===== src/tio_pkg.sv =====
// constants and field layout of the t1 interrupt and overflow status block
// assumes a 200 MHz system clock and an 8-bit processor data path
package tio_pkg;
  // processor port page and register addresses
  localparam logic [3:0] TIO_PAGE = 4'h4;
  localparam logic [4:0] TIO_ADDR_OVF_IRQ = 5'h1d;
  localparam logic [4:0] TIO_ADDR_LINK_IRQ = 5'h1e;
  localparam logic [4:0] TIO_ADDR_OVF_LATCH = 5'h1f;
  localparam logic [7:0] TIO_REG_RESET = 8'h00;
  localparam logic [7:0] TIO_RD_UNMAPPED = 8'h00;
  // counter wrap points
  localparam logic [7:0] TIO_CNT_MAX = 8'hff;
  localparam logic [7:0] TIO_CNT_ZERO = 8'h00;
  // overflow bit positions, shared by interrupt and latch registers
  localparam int TIO_OVF_FRAMING = 7;
  localparam int TIO_OVF_CRC6 = 6;
  localparam int TIO_OVF_OOF = 5;
  localparam int TIO_OVF_ALIGN = 4;
  localparam int TIO_OVF_BIPOLAR = 3;
  localparam int TIO_OVF_PRBS = 2;
  localparam int TIO_OVF_PRBS_MF = 1;
  localparam int TIO_OVF_MF_UNSYNC = 0;
  localparam int TIO_NUM_CNT = 8;
  // link event bit positions, bit 7 unused
  localparam int TIO_LNK_DL_A = 6;
  localparam int TIO_LNK_DL_B = 5;
  localparam int TIO_LNK_LOOP = 4;
  localparam int TIO_LNK_ONE_SEC = 3;
  localparam int TIO_LNK_FIVE_SEC = 2;
  localparam int TIO_LNK_BOM = 1;
  localparam int TIO_LNK_SIG = 0;
  // loop code persistence time
  localparam int TIO_CLK_FREQ_KHZ = 200_000;
  localparam int TIO_LOOP_HOLD_MS = 48;
  localparam int TIO_LOOP_W = 24;
  localparam logic [TIO_LOOP_W-1:0] TIO_LOOP_HOLD_CYC =
    TIO_LOOP_W'(TIO_LOOP_HOLD_MS * TIO_CLK_FREQ_KHZ);
  // bit oriented message frame 111111110xxxxxx0, first bit in msb
  localparam logic [15:0] TIO_BOM_MASK = 16'hff81;
  localparam logic [15:0] TIO_BOM_MATCH = 16'hff00;
  localparam int TIO_BOM_CODE_LSB = 1;
  localparam int TIO_BOM_CODE_W = 6;
  localparam int TIO_BOM_HIST = 10;
  localparam int TIO_BOM_MIN = 8;
endpackage


===== src/tio_wrap_detect.sv =====
// wrap detector for one 8-bit event counter
// assumes the counter runs on the same clock and moves at most one step per cycle
module tio_wrap_detect (
  input wire logic i_clk_sys,
  input wire logic i_sys_rst,
  input wire logic [7:0] i_cnt,
  output logic o_wrap
);
  import tio_pkg::*;
  typedef struct packed {
    logic [7:0] prev;
  } tio_wrap_state_t;
  tio_wrap_state_t s_q, s_d;
  always_comb begin
    s_d = s_q;
    s_d.prev = i_cnt;
  end
  always_ff @(posedge i_clk_sys) begin
    if (i_sys_rst) begin
      s_q <= '0;
    end else begin
      s_q <= s_d;
    end
  end
  // reset value of zero keeps a false wrap away after reset
  assign o_wrap = (s_q.prev == TIO_CNT_MAX) && (i_cnt == TIO_CNT_ZERO);
endmodule


===== src/tio_bom_detect.sv =====
// bit oriented message receiver on the facility data link
// assumes one data link bit per i_fdl_bit_valid pulse, first bit first
module tio_bom_detect (
  input wire logic i_clk_sys,
  input wire logic i_sys_rst,
  input wire logic i_fdl_bit,
  input wire logic i_fdl_bit_valid,
  output logic o_new_msg
);
  import tio_pkg::*;
  typedef struct packed {
    logic [15:0] shreg;
    logic [TIO_BOM_HIST-1:0][TIO_BOM_CODE_W-1:0] hist;
    logic [TIO_BOM_HIST-1:0] hist_vld;
    logic [TIO_BOM_CODE_W-1:0] accepted;
    logic acc_vld;
    logic new_msg;
  } tio_bom_state_t;
  tio_bom_state_t s_q, s_d;
  always_comb begin
    logic [TIO_BOM_CODE_W-1:0] code;
    int hits;
    code = '0;
    hits = 0;
    s_d = s_q;
    s_d.new_msg = 1'b0;
    if (i_fdl_bit_valid) begin
      s_d.shreg = {s_q.shreg[14:0], i_fdl_bit};
      if ((s_d.shreg & TIO_BOM_MASK) == TIO_BOM_MATCH) begin
        code = s_d.shreg[TIO_BOM_CODE_LSB +: TIO_BOM_CODE_W];
        s_d.shreg = '0;
        s_d.hist = {s_q.hist[TIO_BOM_HIST-2:0], code};
        s_d.hist_vld = {s_q.hist_vld[TIO_BOM_HIST-2:0], 1'b1};
        for (int i = 0; i < TIO_BOM_HIST; i++) begin
          if (s_d.hist_vld[i] && (s_d.hist[i] == code)) begin
            hits = hits + 1;
          end
        end
        if ((hits >= TIO_BOM_MIN) && (!s_q.acc_vld || (code != s_q.accepted))) begin
          s_d.accepted = code;
          s_d.acc_vld = 1'b1;
          s_d.new_msg = 1'b1;
        end
      end
    end
  end
  always_ff @(posedge i_clk_sys) begin
    if (i_sys_rst) begin
      s_q <= '0;
    end else begin
      s_q <= s_d;
    end
  end
  assign o_new_msg = s_q.new_msg;
endmodule


===== src/tio_status.sv =====
// t1 interrupt and overflow status: three read-clear registers on page 4
// assumes all event inputs and the processor read strobe are on i_clk_sys
module tio_status #(
  parameter logic [tio_pkg::TIO_LOOP_W-1:0] LOOP_HOLD_CYCLES = tio_pkg::TIO_LOOP_HOLD_CYC
) (
  input wire logic i_clk_sys,
  input wire logic i_sys_rst,
  input wire logic i_cpu_rd,
  input wire logic [3:0] i_cpu_page,
  input wire logic [4:0] i_cpu_addr,
  output logic [7:0] o_cpu_rd_data,
  output logic o_cpu_rd_valid,
  input wire logic [7:0] i_framing_err_cnt,
  input wire logic [7:0] i_crc6_err_cnt,
  input wire logic [7:0] i_out_of_frame_cnt,
  input wire logic [7:0] i_align_change_cnt,
  input wire logic [7:0] i_bipolar_viol_cnt,
  input wire logic [7:0] i_prbs_err_cnt,
  input wire logic [7:0] i_prbs_multiframe_cnt,
  input wire logic [7:0] i_multiframe_unsync_cnt,
  input wire logic [7:0] i_ovf_irq_mask,
  input wire logic [7:0] i_link_irq_mask,
  input wire logic i_datalink_ctrl_a_evt,
  input wire logic i_datalink_ctrl_b_evt,
  input wire logic i_loop_code_present,
  input wire logic i_one_second_flag,
  input wire logic i_five_second_flag,
  input wire logic [3:0] i_sig_abcd,
  input wire logic [3:0] i_sig_abcd_debounced,
  input wire logic i_signaling_debounce_en,
  input wire logic i_fdl_bit,
  input wire logic i_fdl_bit_valid,
  output logic [7:0] o_counter_overflow_interrupts,
  output logic [7:0] o_link_event_interrupts,
  output logic [7:0] o_counter_overflow_latches
);
  import tio_pkg::*;

  typedef struct packed {
    logic [7:0] ovf_irq;
    logic [7:0] link_irq;
    logic [7:0] ovf_latch;
    logic [7:0] rd_data;
    logic rd_valid;
    logic one_sec_prev;
    logic five_sec_prev;
    logic [3:0] sig_prev;
    logic [TIO_LOOP_W-1:0] loop_cnt;
    logic loop_done;
  } tio_state_t;

  tio_state_t s_q, s_d;

  logic [TIO_NUM_CNT-1:0][7:0] cnt_vec;
  logic [TIO_NUM_CNT-1:0] wrap;
  logic [7:0] ovf_set;
  logic [7:0] link_evt;
  logic [7:0] link_set;
  logic rd_hit;
  logic rd_ovf;
  logic rd_link;
  logic rd_latch;
  logic loop_fire;
  logic bom_new;
  logic [3:0] sig_sel;
  logic sig_change;

  // counters placed at their overflow bit positions
  always_comb begin
    cnt_vec = '0;
    cnt_vec[TIO_OVF_FRAMING] = i_framing_err_cnt;
    cnt_vec[TIO_OVF_CRC6] = i_crc6_err_cnt;
    cnt_vec[TIO_OVF_OOF] = i_out_of_frame_cnt;
    cnt_vec[TIO_OVF_ALIGN] = i_align_change_cnt;
    cnt_vec[TIO_OVF_BIPOLAR] = i_bipolar_viol_cnt;
    cnt_vec[TIO_OVF_PRBS] = i_prbs_err_cnt;
    cnt_vec[TIO_OVF_PRBS_MF] = i_prbs_multiframe_cnt;
    cnt_vec[TIO_OVF_MF_UNSYNC] = i_multiframe_unsync_cnt;
  end

  for (genvar g = 0; g < TIO_NUM_CNT; g++) begin : g_wrap
    tio_wrap_detect u_wrap (
      .i_clk_sys(i_clk_sys),
      .i_sys_rst(i_sys_rst),
      .i_cnt(cnt_vec[g]),
      .o_wrap(wrap[g])
    );
  end

  tio_bom_detect u_bom (
    .i_clk_sys(i_clk_sys),
    .i_sys_rst(i_sys_rst),
    .i_fdl_bit(i_fdl_bit),
    .i_fdl_bit_valid(i_fdl_bit_valid),
    .o_new_msg(bom_new)
  );

  assign ovf_set = wrap & i_ovf_irq_mask;

  assign sig_sel = i_signaling_debounce_en ? i_sig_abcd_debounced : i_sig_abcd;
  assign sig_change = sig_sel != s_q.sig_prev;

  assign loop_fire = i_loop_code_present && !s_q.loop_done &&
                     (s_q.loop_cnt == LOOP_HOLD_CYCLES - 1'b1);

  always_comb begin
    link_evt = '0;
    link_evt[TIO_LNK_DL_A] = i_datalink_ctrl_a_evt;
    link_evt[TIO_LNK_DL_B] = i_datalink_ctrl_b_evt;
    link_evt[TIO_LNK_LOOP] = loop_fire;
    link_evt[TIO_LNK_ONE_SEC] = i_one_second_flag && !s_q.one_sec_prev;
    link_evt[TIO_LNK_FIVE_SEC] = i_five_second_flag && !s_q.five_sec_prev;
    link_evt[TIO_LNK_BOM] = bom_new;
    link_evt[TIO_LNK_SIG] = sig_change;
  end

  assign link_set = link_evt & i_link_irq_mask;

  assign rd_hit = i_cpu_rd && (i_cpu_page == TIO_PAGE);
  assign rd_ovf = rd_hit && (i_cpu_addr == TIO_ADDR_OVF_IRQ);
  assign rd_link = rd_hit && (i_cpu_addr == TIO_ADDR_LINK_IRQ);
  assign rd_latch = rd_hit && (i_cpu_addr == TIO_ADDR_OVF_LATCH);

  always_comb begin
    s_d = s_q;
    s_d.rd_valid = rd_hit;
    s_d.rd_data = s_q.rd_data;
    if (rd_ovf) begin
      s_d.rd_data = s_q.ovf_irq;
    end else if (rd_link) begin
      s_d.rd_data = s_q.link_irq;
    end else if (rd_latch) begin
      s_d.rd_data = s_q.ovf_latch;
    end else if (rd_hit) begin
      s_d.rd_data = TIO_RD_UNMAPPED;
    end
    s_d.ovf_irq = (rd_ovf ? TIO_REG_RESET : s_q.ovf_irq) | ovf_set;
    s_d.link_irq = (rd_link ? TIO_REG_RESET : s_q.link_irq) | link_set;
    s_d.ovf_latch = (rd_latch ? TIO_REG_RESET : s_q.ovf_latch) | wrap;
    s_d.one_sec_prev = i_one_second_flag;
    s_d.five_sec_prev = i_five_second_flag;
    s_d.sig_prev = sig_sel;
    if (!i_loop_code_present) begin
      s_d.loop_cnt = '0;
      s_d.loop_done = 1'b0;
    end else if (loop_fire) begin
      s_d.loop_done = 1'b1;
    end else if (!s_q.loop_done) begin
      s_d.loop_cnt = s_q.loop_cnt + 1'b1;
    end
  end

  always_ff @(posedge i_clk_sys) begin
    if (i_sys_rst) begin
      s_q <= '0;
    end else begin
      s_q <= s_d;
    end
  end

  assign o_cpu_rd_data = s_q.rd_data;
  assign o_cpu_rd_valid = s_q.rd_valid;
  assign o_counter_overflow_interrupts = s_q.ovf_irq;
  assign o_link_event_interrupts = s_q.link_irq;
  assign o_counter_overflow_latches = s_q.ovf_latch;
endmodule


===== config.mk =====
export PLATFORM = sky130hd
export DESIGN_NAME = tio_status
export DESIGN_NICKNAME = d
export VERILOG_FILES = /design/src/tio_pkg.sv /design/src/tio_wrap_detect.sv /design/src/tio_bom_detect.sv /design/src/tio_status.sv
export SDC_FILE = /design/constraint.sdc
export NUM_CORES = 1
export LEC_CHECK = 0
export ABC_AREA = 1
export ABC_CLOCK_PERIOD_IN_PS = 11000
export CORE_ASPECT_RATIO = 0.75
export CORE_MARGIN = 5
export CORE_UTILIZATION = 33
export DETAILED_ROUTE_END_ITERATION = 10
export DONT_BUFFER_PORTS = 1
export PLACE_DENSITY_LB_ADDON = 0.08
export SKIP_CTS_REPAIR_TIMING = 1
export SLEW_MARGIN = 20
export SYNTH_ARGS = -nofsm -noshare
export SYNTH_HDL_FRONTEND = slang
export SYNTH_SLANG_ARGS = --single-unit
export TNS_END_PERCENT = 1

===== constraint.sdc =====
create_clock -name i_clk_sys -period 11 [get_ports i_clk_sys]
set_input_delay 1.1 -clock i_clk_sys [delete_from_list [all_inputs] [get_ports i_clk_sys]]
set_output_delay 1.1 -clock i_clk_sys [all_outputs]
set_load 0.05 [all_outputs]

==> results of run 1 <==
[power breakdown]
part | internal (mW) | leakage, nW | switching, mW
clock network | 0.436 | 0.355 | 0.306
registers | 0.791 | 1.74 | 0.0161
logic | 0.0262 | 2.31 | 0.0481
[metrics by stage]
| step | worst slack, ns | std cells | util |
|---|---|---|---|
| finish | 4.51 | 1701 | 0.361 |
| detailed placement | 4.62 | 1663 | 0.336 |
| floorplan | 6.00 | 1355 | - |
| global placement | 4.67 | 1663 | 0.336 |
| CTS | 4.58 | 1701 | 0.360 |
| global route | 4.06 | 1701 | 0.361 |
[critical path: cells and delay by family, from the launching register on]
kind / cells / cell delay [ns]
AOI/OAI and AO/OA: 3 / 0.57
adders and majority gates: 6 / 1.71
buffers and inverters: 5 / 0.68
DFF: 1 / 0.82
and+or+nand+nor: 20 / 2.59
[cells by family after synthesis]
logic type | synth area share
other cells | 0.000384
xor+xnor | 0.0188
buf+inv | 0.142
mux | 0.00410
compound gates | 0.140
simple gates | 0.249
fa+ha+maj | 0.00897
flops | 0.437
[cell usage after synthesis (7+ instances only)]
cell,n
xor2_1,9
nor3_1,16
a211oi_1,9
buf_6,7
xnor2_1,12
nand2_1,199
clkbuf_1,45
nor2_1,162
o21ai_0,82
o22ai_1,8
buf_4,35
nor4_1,24
a21oi_1,121
o211ai_1,13
inv_1,220
nand4_1,63
nand3_1,49
dfxtp_1,213
ha_1,7
[metal layers]
layer  up-vias  share of wire
met2       132           0.41
met1      3578           0.51
li1       4235              -
met3        27          0.059
met4         0          0.013
met5         -              0
[registers in the layout, summed over array words and instances, names as in the netlist]
register	cells
g_wrap.u_wrap.s_q	64
o_link_event_interrupts	7
u_bom.o_new_msg	1
o_counter_overflow_latches	8
o_counter_overflow_interrupts	8
o_cpu_rd_data	8
u_bom.s_q	85
s_q	31
o_cpu_rd_valid	1
[area by class of cell]
| cell class | count | area [µm²] |
|---|---|---|
| Clock buffer | 33 | 653 |
| Clock inverter | 5 | 65.1 |
| Fill cell | 3104 | 18600 |
| Inverter | 227 | 852 |
| Multi-Input combinational cell | 824 | 4120 |
| Sequential cell | 213 | 4260 |
| Tap cell | 392 | 490 |
| Timing Repair Buffer | 7 | 52.6 |
[worst min-delay path by stage]
stage	to	depth (start not counted)
CTS	s_q[5]	1
global route	s_q[5]	1
global placement	o_link_event_interrupts[1]	2
detailed placement	s_q[5]	1
finish	o_link_event_interrupts[1]	2
floorplan	s_q[5]	1
==> metrics.md, run 1 <==
| Metric | Value |
|---|---|
| Status | finished clean |
| CTS HTree Levels | 1 |
| Design area | 10,500 µm² |
| Area leader, netlist | dfxtp_1 |
| Crit-path most repeated cell | nand2_1 |
| GRT Max-Usage Layer | met2 |
| Core area | 29,100 µm² |
| Hold WC Path Type | flip-flop to flip-flop |
| Vias in the first global route | 7,755 |
| Inserted Diodes | 0 |
| Mapped Nets | 1,470 |
| Area after DPL | 9780 µm² |
| Crit path kind | flip-flop to flip-flop |
| Clock Sinks | 213 |
| Avg Synthesized Cell Area | 7.21 µm² |
| Share of cells above drive strength 1 | 0.0535 |
| GRT Residual Overflow | 0 |
| Final Hold Viols | 0 |
| Max-cap violations | 0 |
| Synth area leaders | dfxtp_1, inv_1, nand2_1, nor2_1, a21oi_1 |
| Seq/Total Area, Yosys | 0.437 |
| Max Transition Viols Final | 0 |
| Vias | 7,972 |
| Root buffer cell | clkbuf_16 |
| Delay of the slowest critical-path stage | 0.82 ns |
| R2R Setup Slk | 4.51 ns |
| Share of the synthesized area in the top cell type | 0.437 |
| Crit Path Max Fanout | 13 |
| First-pass detailed-route iteration total | 4 |
| Worst setup SP type | flip-flop |
| Unrepaired setup endpoints after global routing | no |
| Cell variety after synth | 46 |
| VDD IR-drop max | 0.000102 V |
| GRT met3 Usage | 0.0364 |
| CP startpoint | u_bom.s_q[81] |
| Crit path to | u_bom.s_q[4] |
| Worst Hold Launch | u_bom.o_new_msg |
| Initial antenna violation count | 0 |
| Drt drc | 0 |
| Total wire length | 25,700 µm |
| Worst skew pair latency | 0.52 ns |
| Commonest non-fill, non-tap cell in the layout | inv_1 |
| FF-to-FF End | u_bom.s_q[4] |
| GPL Wtd Cong | 0.781 |
| EDFF count, synth | 0 |
| Syn-to-layout area delta | 7.51% |
| Post-Syn Area | 9770 µm² |
| Routed length per instance | 15.1 µm |
| R2r startpoint | u_bom.s_q[81] |
| GR Util All Layers | 0.150 |
| Power Density | 155 nW/µm² |
| Post-detail-place hpwl | 17,900 µm |
| Chip Width | 209 µm |
| Setup tns final | 0 ns |
| Met1 Use GR | 0.222 |
| FF+latch count, synth | 213 |
| Ys Warns | 0 |
| Post-DRT Antenna Nets | 0 |
| Via-to-Cell Ratio | 4.69 |
| Share of synthesized flip-flops with an asynchronous set or reset | 0 |
| Tcrit/Tclk final | 0.590 |
| Clock Skews | 0.0141 ns |
| Slew HR | 0.327 |
| Die Height | 159 µm |
| Total power | 1.62 mW |
| IO buf count | 0 |
| Number of buffers created by CTS | 23 |
| Gate Count Post-Synth | 1,355 |
| Final min period | 6.49 ns |
| Area of the die | 33,200 µm² |
| CP arrival | 6.90 ns |
| Worst-Margin Slew | 1.01 ns |
| Hold WS | 0.446 ns |
| TritonCTS clock tree | built |
| 1st-iter DRT viols | 526 |
| Max clock buf depth | 3 |
| Largest net degree at the start of global routing | 116 |
| Ys flop type | dfxtp_1 |
| Final nets | 1,411 |
| Most frequent cells in the layout | inv_1, dfxtp_1, nand2_1, nor2_1, a21oi_1 |
| Setup violators final | 0 |
| Reg2Reg Depth | 34 |
| LEAKAGE | 4.40 nW |
| CP Capture Type | flip-flop |
| Row cnt | 54 |
| First-pass GRT wire length | 41,700 µm |
| Initial core utilization | 0.335 |
| # IOs | 141 |
| WP data required | 11.41 ns |
| Worst-path clk slew | 0.06 ns |
| GR Util met2 | 0.225 |
| Slowest CP cell | dfxtp_1 |
| Fmax | 0.154 GHz |
Note: power is estimated with default switching activity, not from simulation.
==> run 2, diff against run 1 <==
- ABC_AREA: 1 -> 0
- ABC_CLOCK_PERIOD_IN_PS: 11000 -> 5800
- clock period: 11 -> 5.8 ns (I/O delays scaled with it)
==> run 2 against run 1 <==
Effect of this change: non-clock buffer count grew 28; first-iteration DRC count shrank 25%; cell area rose by 1.1%; via count decreased by 11%; combinational power shrank 13%; cell count decreased by 15%; sequential share of layout area down 0.42 points; hold slack lost 0.30 ns; sequential power is 88% higher; critical endpoint is now u_bom.s_q[1]; largest cell class is now multi-input combinational cells.
==> metrics.md, run 2 <==
| Metric | Value |
|---|---|
| Drt drc | 0 |
| Area leader, netlist | dfxtp_1 |
| Area of the die | 32,100 µm² |
| Avg Synthesized Cell Area | 8.79 µm² |
| GPL Wtd Cong | 0.749 |
| Tcrit/Tclk final | 0.934 |
| Cell variety after synth | 73 |
| Fmax | 0.185 GHz |
| GRT Residual Overflow | 0 |
| Most frequent cells in the layout | dfxtp_1, nand2_1, a21oi_1, nor2_1, nor2b_1 |
| CP startpoint | u_bom.s_q[79] |
| Vias | 7,115 |
| Hold WC Path Type | input pin to flip-flop |
| Setup tns final | 0 ns |
| Final WS setup | 0.382 ns |
| Gate Count Post-Synth | 1,072 |
| Ys flop type | dfxtp_1 |
| CP Capture Type | flip-flop |
| R2r startpoint | u_bom.s_q[79] |
| VDD IR-drop max | 0.000173 V |
| Max clock buf depth | 3 |
| Logic gate share of total power | 0.020 |
| Chip Width | 205 µm |
| Synth area leaders | dfxtp_1, nand2_1, a21oi_1, nor2b_1, xnor2_1 |
| Crit Path Max Fanout | 7 |
| Vias in the first global route | 6,664 |
| Max FFs per register | 85 |
| Complex-gate fraction of the synthesized area | 0.112 |
| Root buffer cell | clkbuf_16 |
| Mapped Nets | 1,187 |
| Crit path kind | flip-flop to flip-flop |
| Switching power total | 0.654 mW |
| Share of the synthesized area in the top cell type | 0.452 |
| First-pass detailed-route iteration total | 5 |
| Via-to-Cell Ratio | 4.92 |
| Hold WS | 0.143 ns |
| Initial core utilization | 0.335 |
| Post-detail-place hpwl | 17,200 µm |
| Setup slack at placement | 0.0294 ns |
| Register share of total power | 0.475 |
| Worst-Margin Slew | 1.15 ns |
| IO buf count | 0 |
| Number of buffers created by CTS | 24 |
| Syn-to-layout area delta | 12.6% |
| Initial antenna violation count | 1 |
| Post-DRT Antenna Nets | 0 |
| Crit-path most repeated cell | ha_1 |
| Seq/Total Area, Yosys | 0.452 |
| Core area | 28,100 µm² |
| Slowest CP cell | dfxtp_2 |
| Post-Synth XOR/XNOR Area | 0.0931 |
| Synth top cells by count | dfxtp_1, nand2_1, a21oi_1 |
| 1st-iter DRT viols | 393 |
| Net Sw Frac | 0.205 |
| Post-synthesis mux area share | 0.0223 |
| Final min period | 5.42 ns |
| Die Height | 156 µm |
| Worst-path clk slew | 0.06 ns |
| FF+latch count, synth | 213 |
| CP arrival | 5.82 ns |
| Largest net degree at the start of global routing | 168 |
| WP data required | 6.20 ns |
| Clock Skews | 0.0181 ns |
| LEAKAGE | 3.84 nW |
| Slew HR | 0.231 |
| Largest family of logic cells by synthesized area | simple AND/OR/NAND/NOR gates |
| Delay of the slowest critical-path stage | 0.34 ns |
| Share of synthesized flip-flops with an asynchronous set or reset | 0 |
| Top Registers | u_bom.s_q (85), g_wrap.u_wrap.s_q (64), s_q (31) |
| TritonCTS clock tree | built |
| Row cnt | 53 |
| Finished Layout Cells | 1,447 |
| First-pass GRT wire length | 38,700 µm |
| Final Hold Viols | 0 |
| Setup violators final | 0 |
| Commonest non-fill, non-tap cell in the layout | dfxtp_1 |
| GR Util All Layers | 0.149 |
| Ys Warns | 0 |
| Max Transition Viols Final | 0 |
| Worst setup SP type | flip-flop |
| Inserted Diodes | 0 |
| Max-cap violations | 0 |
| Routed length per instance | 16.9 µm |
| Power Density | 301 nW/µm² |
| Placed cells | 1,402 |
| Clock Sinks | 213 |
| Unrepaired setup endpoints after global routing | no |
| Internal power | 2.54 mW |
| Share of cells above drive strength 1 | 0.104 |
| Post-Syn Area | 9420 µm² |
| Post-synthesis simple-gate area fraction | 0.250 |
| Clock power share | 0.504 |
| EDFF count, synth | 0 |
| CTS HTree Levels | 1 |
| Adder-Cell Fraction of Synth Area | 0.0104 |
| Total wire length | 24,500 µm |
| Status | finished clean |
| Worst Hold Launch | i_sys_rst |
| Most frequent cell after synthesis | dfxtp_1 |
| Final nets | 1,160 |
| # IOs | 141 |
| Largest Register | u_bom.s_q |
| Worst skew pair latency | 0.52 ns |
run 2: cell count changes after synthesis, moves of 12 or more:
cell,delta
inv_1,-209
nor2_1,-83
o21ai_0,-67
nor2b_1,+66
nand3_1,-39
xor2_1,+34
xnor2_1,+33
a21oi_1,-28
nand2_1,-22
nand4_1,-19
mux2i_1,+17
o211ai_1,-12
run 2: layer usage:
layer / vias to the layer above / track usage / part of all wire
met5: - / 0 / 0.00082
li1: 3627 / - / -
met2: 138 / 0.210 / 0.40
met4: 2 / 0.0287 / 0.016
met3: 33 / 0.0418 / 0.064
met1: 3315 / 0.228 / 0.52
run 2: cell families after synthesis:
kind of cell | after synthesis
xor+xnor | 93
buf+inv | 101
other cells | 1
compound gates | 168
fa+ha+maj | 8
mux | 21
flops | 213
simple gates | 467
run 2: area by class of cell:
type	instances	area [µm²]
sequential	213	4270
multi-input combinational	758	4700
inverter	13	50.0
fill	2939	17500
timing repair buffer	35	267
clock buffer	34	699
tap	385	482
clock inverter	9	151
run 2: worst max-delay path, delay by kind of cell, from the launching register on:
family	cells	cell delay, ns
fa+ha+maj	6	1.65
simple gates	11	1.25
compound gates	7	1.23
buf+inv	6	0.67
flops	1	0.34
xor+xnor	1	0.15
run 2: worst paths after layout:
check                       endpoint  slack (ns)  cells past startpoint
min          g_wrap[4].u_wrap.s_q[6]        0.14                      1
max reg2reg             u_bom.s_q[1]        0.38                     31
max                     u_bom.s_q[1]        0.38                     31
min reg2reg            u_bom.s_q[16]        0.46                      2
run 2: power groups by stage:
stage               Sequential, mW  Clock [mW]  Combinational [mW]
floorplan                     1.53           0              0.0904
global placement              1.55           0              0.0654
detailed placement            1.55           0              0.0656
CTS                           1.52        1.68              0.0658
global route                  1.52        1.73              0.0728
finish                        1.52        1.61              0.0647
run 2: stage by stage:
stage / utilization / power (mW) / area, µm²
CTS: 0.374 / 3.26 / 10500
detailed placement: 0.344 / 1.62 / 9680
finish: 0.377 / 3.20 / 10600
floorplan: - / 1.62 / 9460
global placement: 0.344 / 1.62 / 9680
global route: 0.377 / 3.33 / 10600
==> run 3, diff against run 2 <==
--- a/config.mk
+++ b/config.mk
@@ -8,3 +8,3 @@
 export ABC_AREA = 0
-export ABC_CLOCK_PERIOD_IN_PS = 5800
+export ABC_CLOCK_PERIOD_IN_PS = 6200
 export CORE_ASPECT_RATIO = 0.75
==> constraint.sdc (replaced) <==
create_clock -name i_clk_sys -period 6.2 [get_ports i_clk_sys]
set_input_delay 0.31 -clock i_clk_sys [delete_from_list [all_inputs] [get_ports i_clk_sys]]
set_output_delay 0.31 -clock i_clk_sys [all_outputs]
set_load 0.05 [all_outputs]
==> run 3 against run 2 <==
Effect of this change: the run now ends with negative hold slack left; power fell by 6.5%; largest cell class unchanged; sequential power shrank 7%; highest routed layer unchanged; largest power group unchanged; routed wire length up 4.4%; non-clock buffer count is 102 higher.
==> metrics.md, run 3 (same netlist as run 2, synthesis figures left out) <==
| Metric | Value |
|---|---|
| Status | finished, violations left |
| Failing checks | negative hold slack |
| Delay of the slowest critical-path stage | 0.35 ns |
| Worst-Margin Slew | 0.940 ns |
| # fillers | 2,850 |
| Slew HR | 0.369 |
| Routed length per instance | 16.5 µm |
| Initial core utilization | 0.335 |
| Drt drc | 0 |
| Clock Sinks | 213 |
| 1st-iter DRT viols | 437 |
| Fmax | 0.176 GHz |
| Root buffer cell | clkbuf_16 |
| Max clock buf depth | 3 |
| Area of the die | 32,100 µm² |
| Inserted Diodes | 0 |
| CTS HTree Levels | 1 |
| Largest Register | u_bom.s_q |
| Die Height | 156 µm |
| Number of buffers created by CTS | 24 |
| Share of cells above drive strength 1 | 0.0766 |
| Worst-path clk slew | 0.07 ns |
| Chip Width | 205 µm |
| Worst setup SP type | flip-flop |
| Worst Hold Launch | i_sig_abcd[1] |
| GR Util All Layers | 0.147 |
| # IOs | 141 |
| Setup violators final | 0 |
| CP Capture Type | flip-flop |
| Crit path kind | flip-flop to flip-flop |
| Syn-to-layout area delta | 22.7% |
| IO buf count | 0 |
| TritonCTS clock tree | built |
| Final WS setup | 0.515 ns |
| Max FFs per register | 85 |
| Clock Skews | 0.0145 ns |
| First-pass detailed-route iteration total | 5 |
| Worst skew pair latency | 0.53 ns |
| Largest net degree at the start of global routing | 168 |
| CP arrival | 6.09 ns |
| Vias | 7,579 |
| Row cnt | 53 |
| Max-cap violations | 0 |
| LEAKAGE | 4.37 nW |
| Post-DRT Antenna Nets | 0 |
| Max Transition Viols Final | 0 |
| VDD IR-drop max | 0.000179 V |
| Final min period | 5.69 ns |
| Final nets | 1,262 |
| Power Density | 258 nW/µm² |
| Crit Path Max Fanout | 7 |
| Post-detail-place hpwl | 16,700 µm |
| Total wire length | 25,500 µm |
| Tcrit/Tclk final | 0.917 |
| WP data required | 6.61 ns |
| Setup slack at placement | 0.108 ns |
| Vias in the first global route | 6,634 |
| Hold WS | -0.0258 ns |
| Commonest non-fill, non-tap cell in the layout | dfxtp_1 |
| Initial antenna violation count | 1 |
| R2r startpoint | u_bom.s_q[82] |
| GRT Residual Overflow | 0 |
| Via-to-Cell Ratio | 4.90 |
| Core area | 28,100 µm² |
| GPL Wtd Cong | 0.736 |
| CP startpoint | u_bom.s_q[82] |
| First-pass GRT wire length | 38,300 µm |
| Final Hold Viols | 3 |
| Top Registers | u_bom.s_q (85), g_wrap.u_wrap.s_q (64), s_q (31) |
| Crit-path most repeated cell | ha_1 |
| Hold WC Path Type | input pin to flip-flop |
| Total power | 2.99 mW |
| Slowest CP cell | dfxtp_2 |
| Most frequent cells in the layout | dfxtp_1, nand2_1, dlygate4sd3_1, a21oi_1, nor2_1 |
## run 3: path summary, 6_finish.rpt
kind	to	slack, ns	cells past startpoint
hold reg to reg	u_bom.s_q[16]	0.46	2
hold / removal	s_q[26]	-0.03	2
setup reg to reg	u_bom.s_q[1]	0.51	29
setup / recovery	u_bom.s_q[1]	0.51	29
## run 3: stage by stage
stage	instance area [µm²]	util	instances	hold slack [ns]	setup TNS [ns]
final	11600	0.411	1547	-0.0258	0
after global routing	11600	0.411	1547	0.00171	-0.0248
after CTS	10400	0.368	1431	-0.166	0
after detailed placement	9550	0.340	1390	0.400	0
after global placement	9550	0.340	1390	0.394	0
after floorplan	9420	-	1072	0.393	0
## run 3: report_power, final
part	switching, mW	internal (mW)
Sequential	0.0243	1.40
Combinational	0.0496	0.0675
Clock	0.584	0.865
## run 3: worst max-delay path: cells and delay by family (launching register included)
family                   cells  cell delay (ns)
AND/OR/NAND/NOR             11             1.52
AO/OA/AOI/OAI                7             1.25
XOR/XNOR                     1             0.20
flip-flops                   1             0.35
buffers and inverters        4             0.44
adder cells (fa/ha/maj)      6             1.81
## run 3: cell type report
cell class	count	area, µm²	area share
sequential	213	4270	0.369
clock buffer	32	691	0.0597
tap	385	482	0.0416
timing repair buffer	137	1330	0.115
clock inverter	9	115	0.00995
multi-input combinational	758	4630	0.400
inverter	13	50.0	0.00433
## run 3: layer usage
layer	part of all wire	track usage	vias up
met4	0.016	0.0287	2
met5	0.00051	0	-
met2	0.41	0.201	128
li1	-	-	3824
met1	0.53	0.234	3590
met3	0.048	0.0331	35
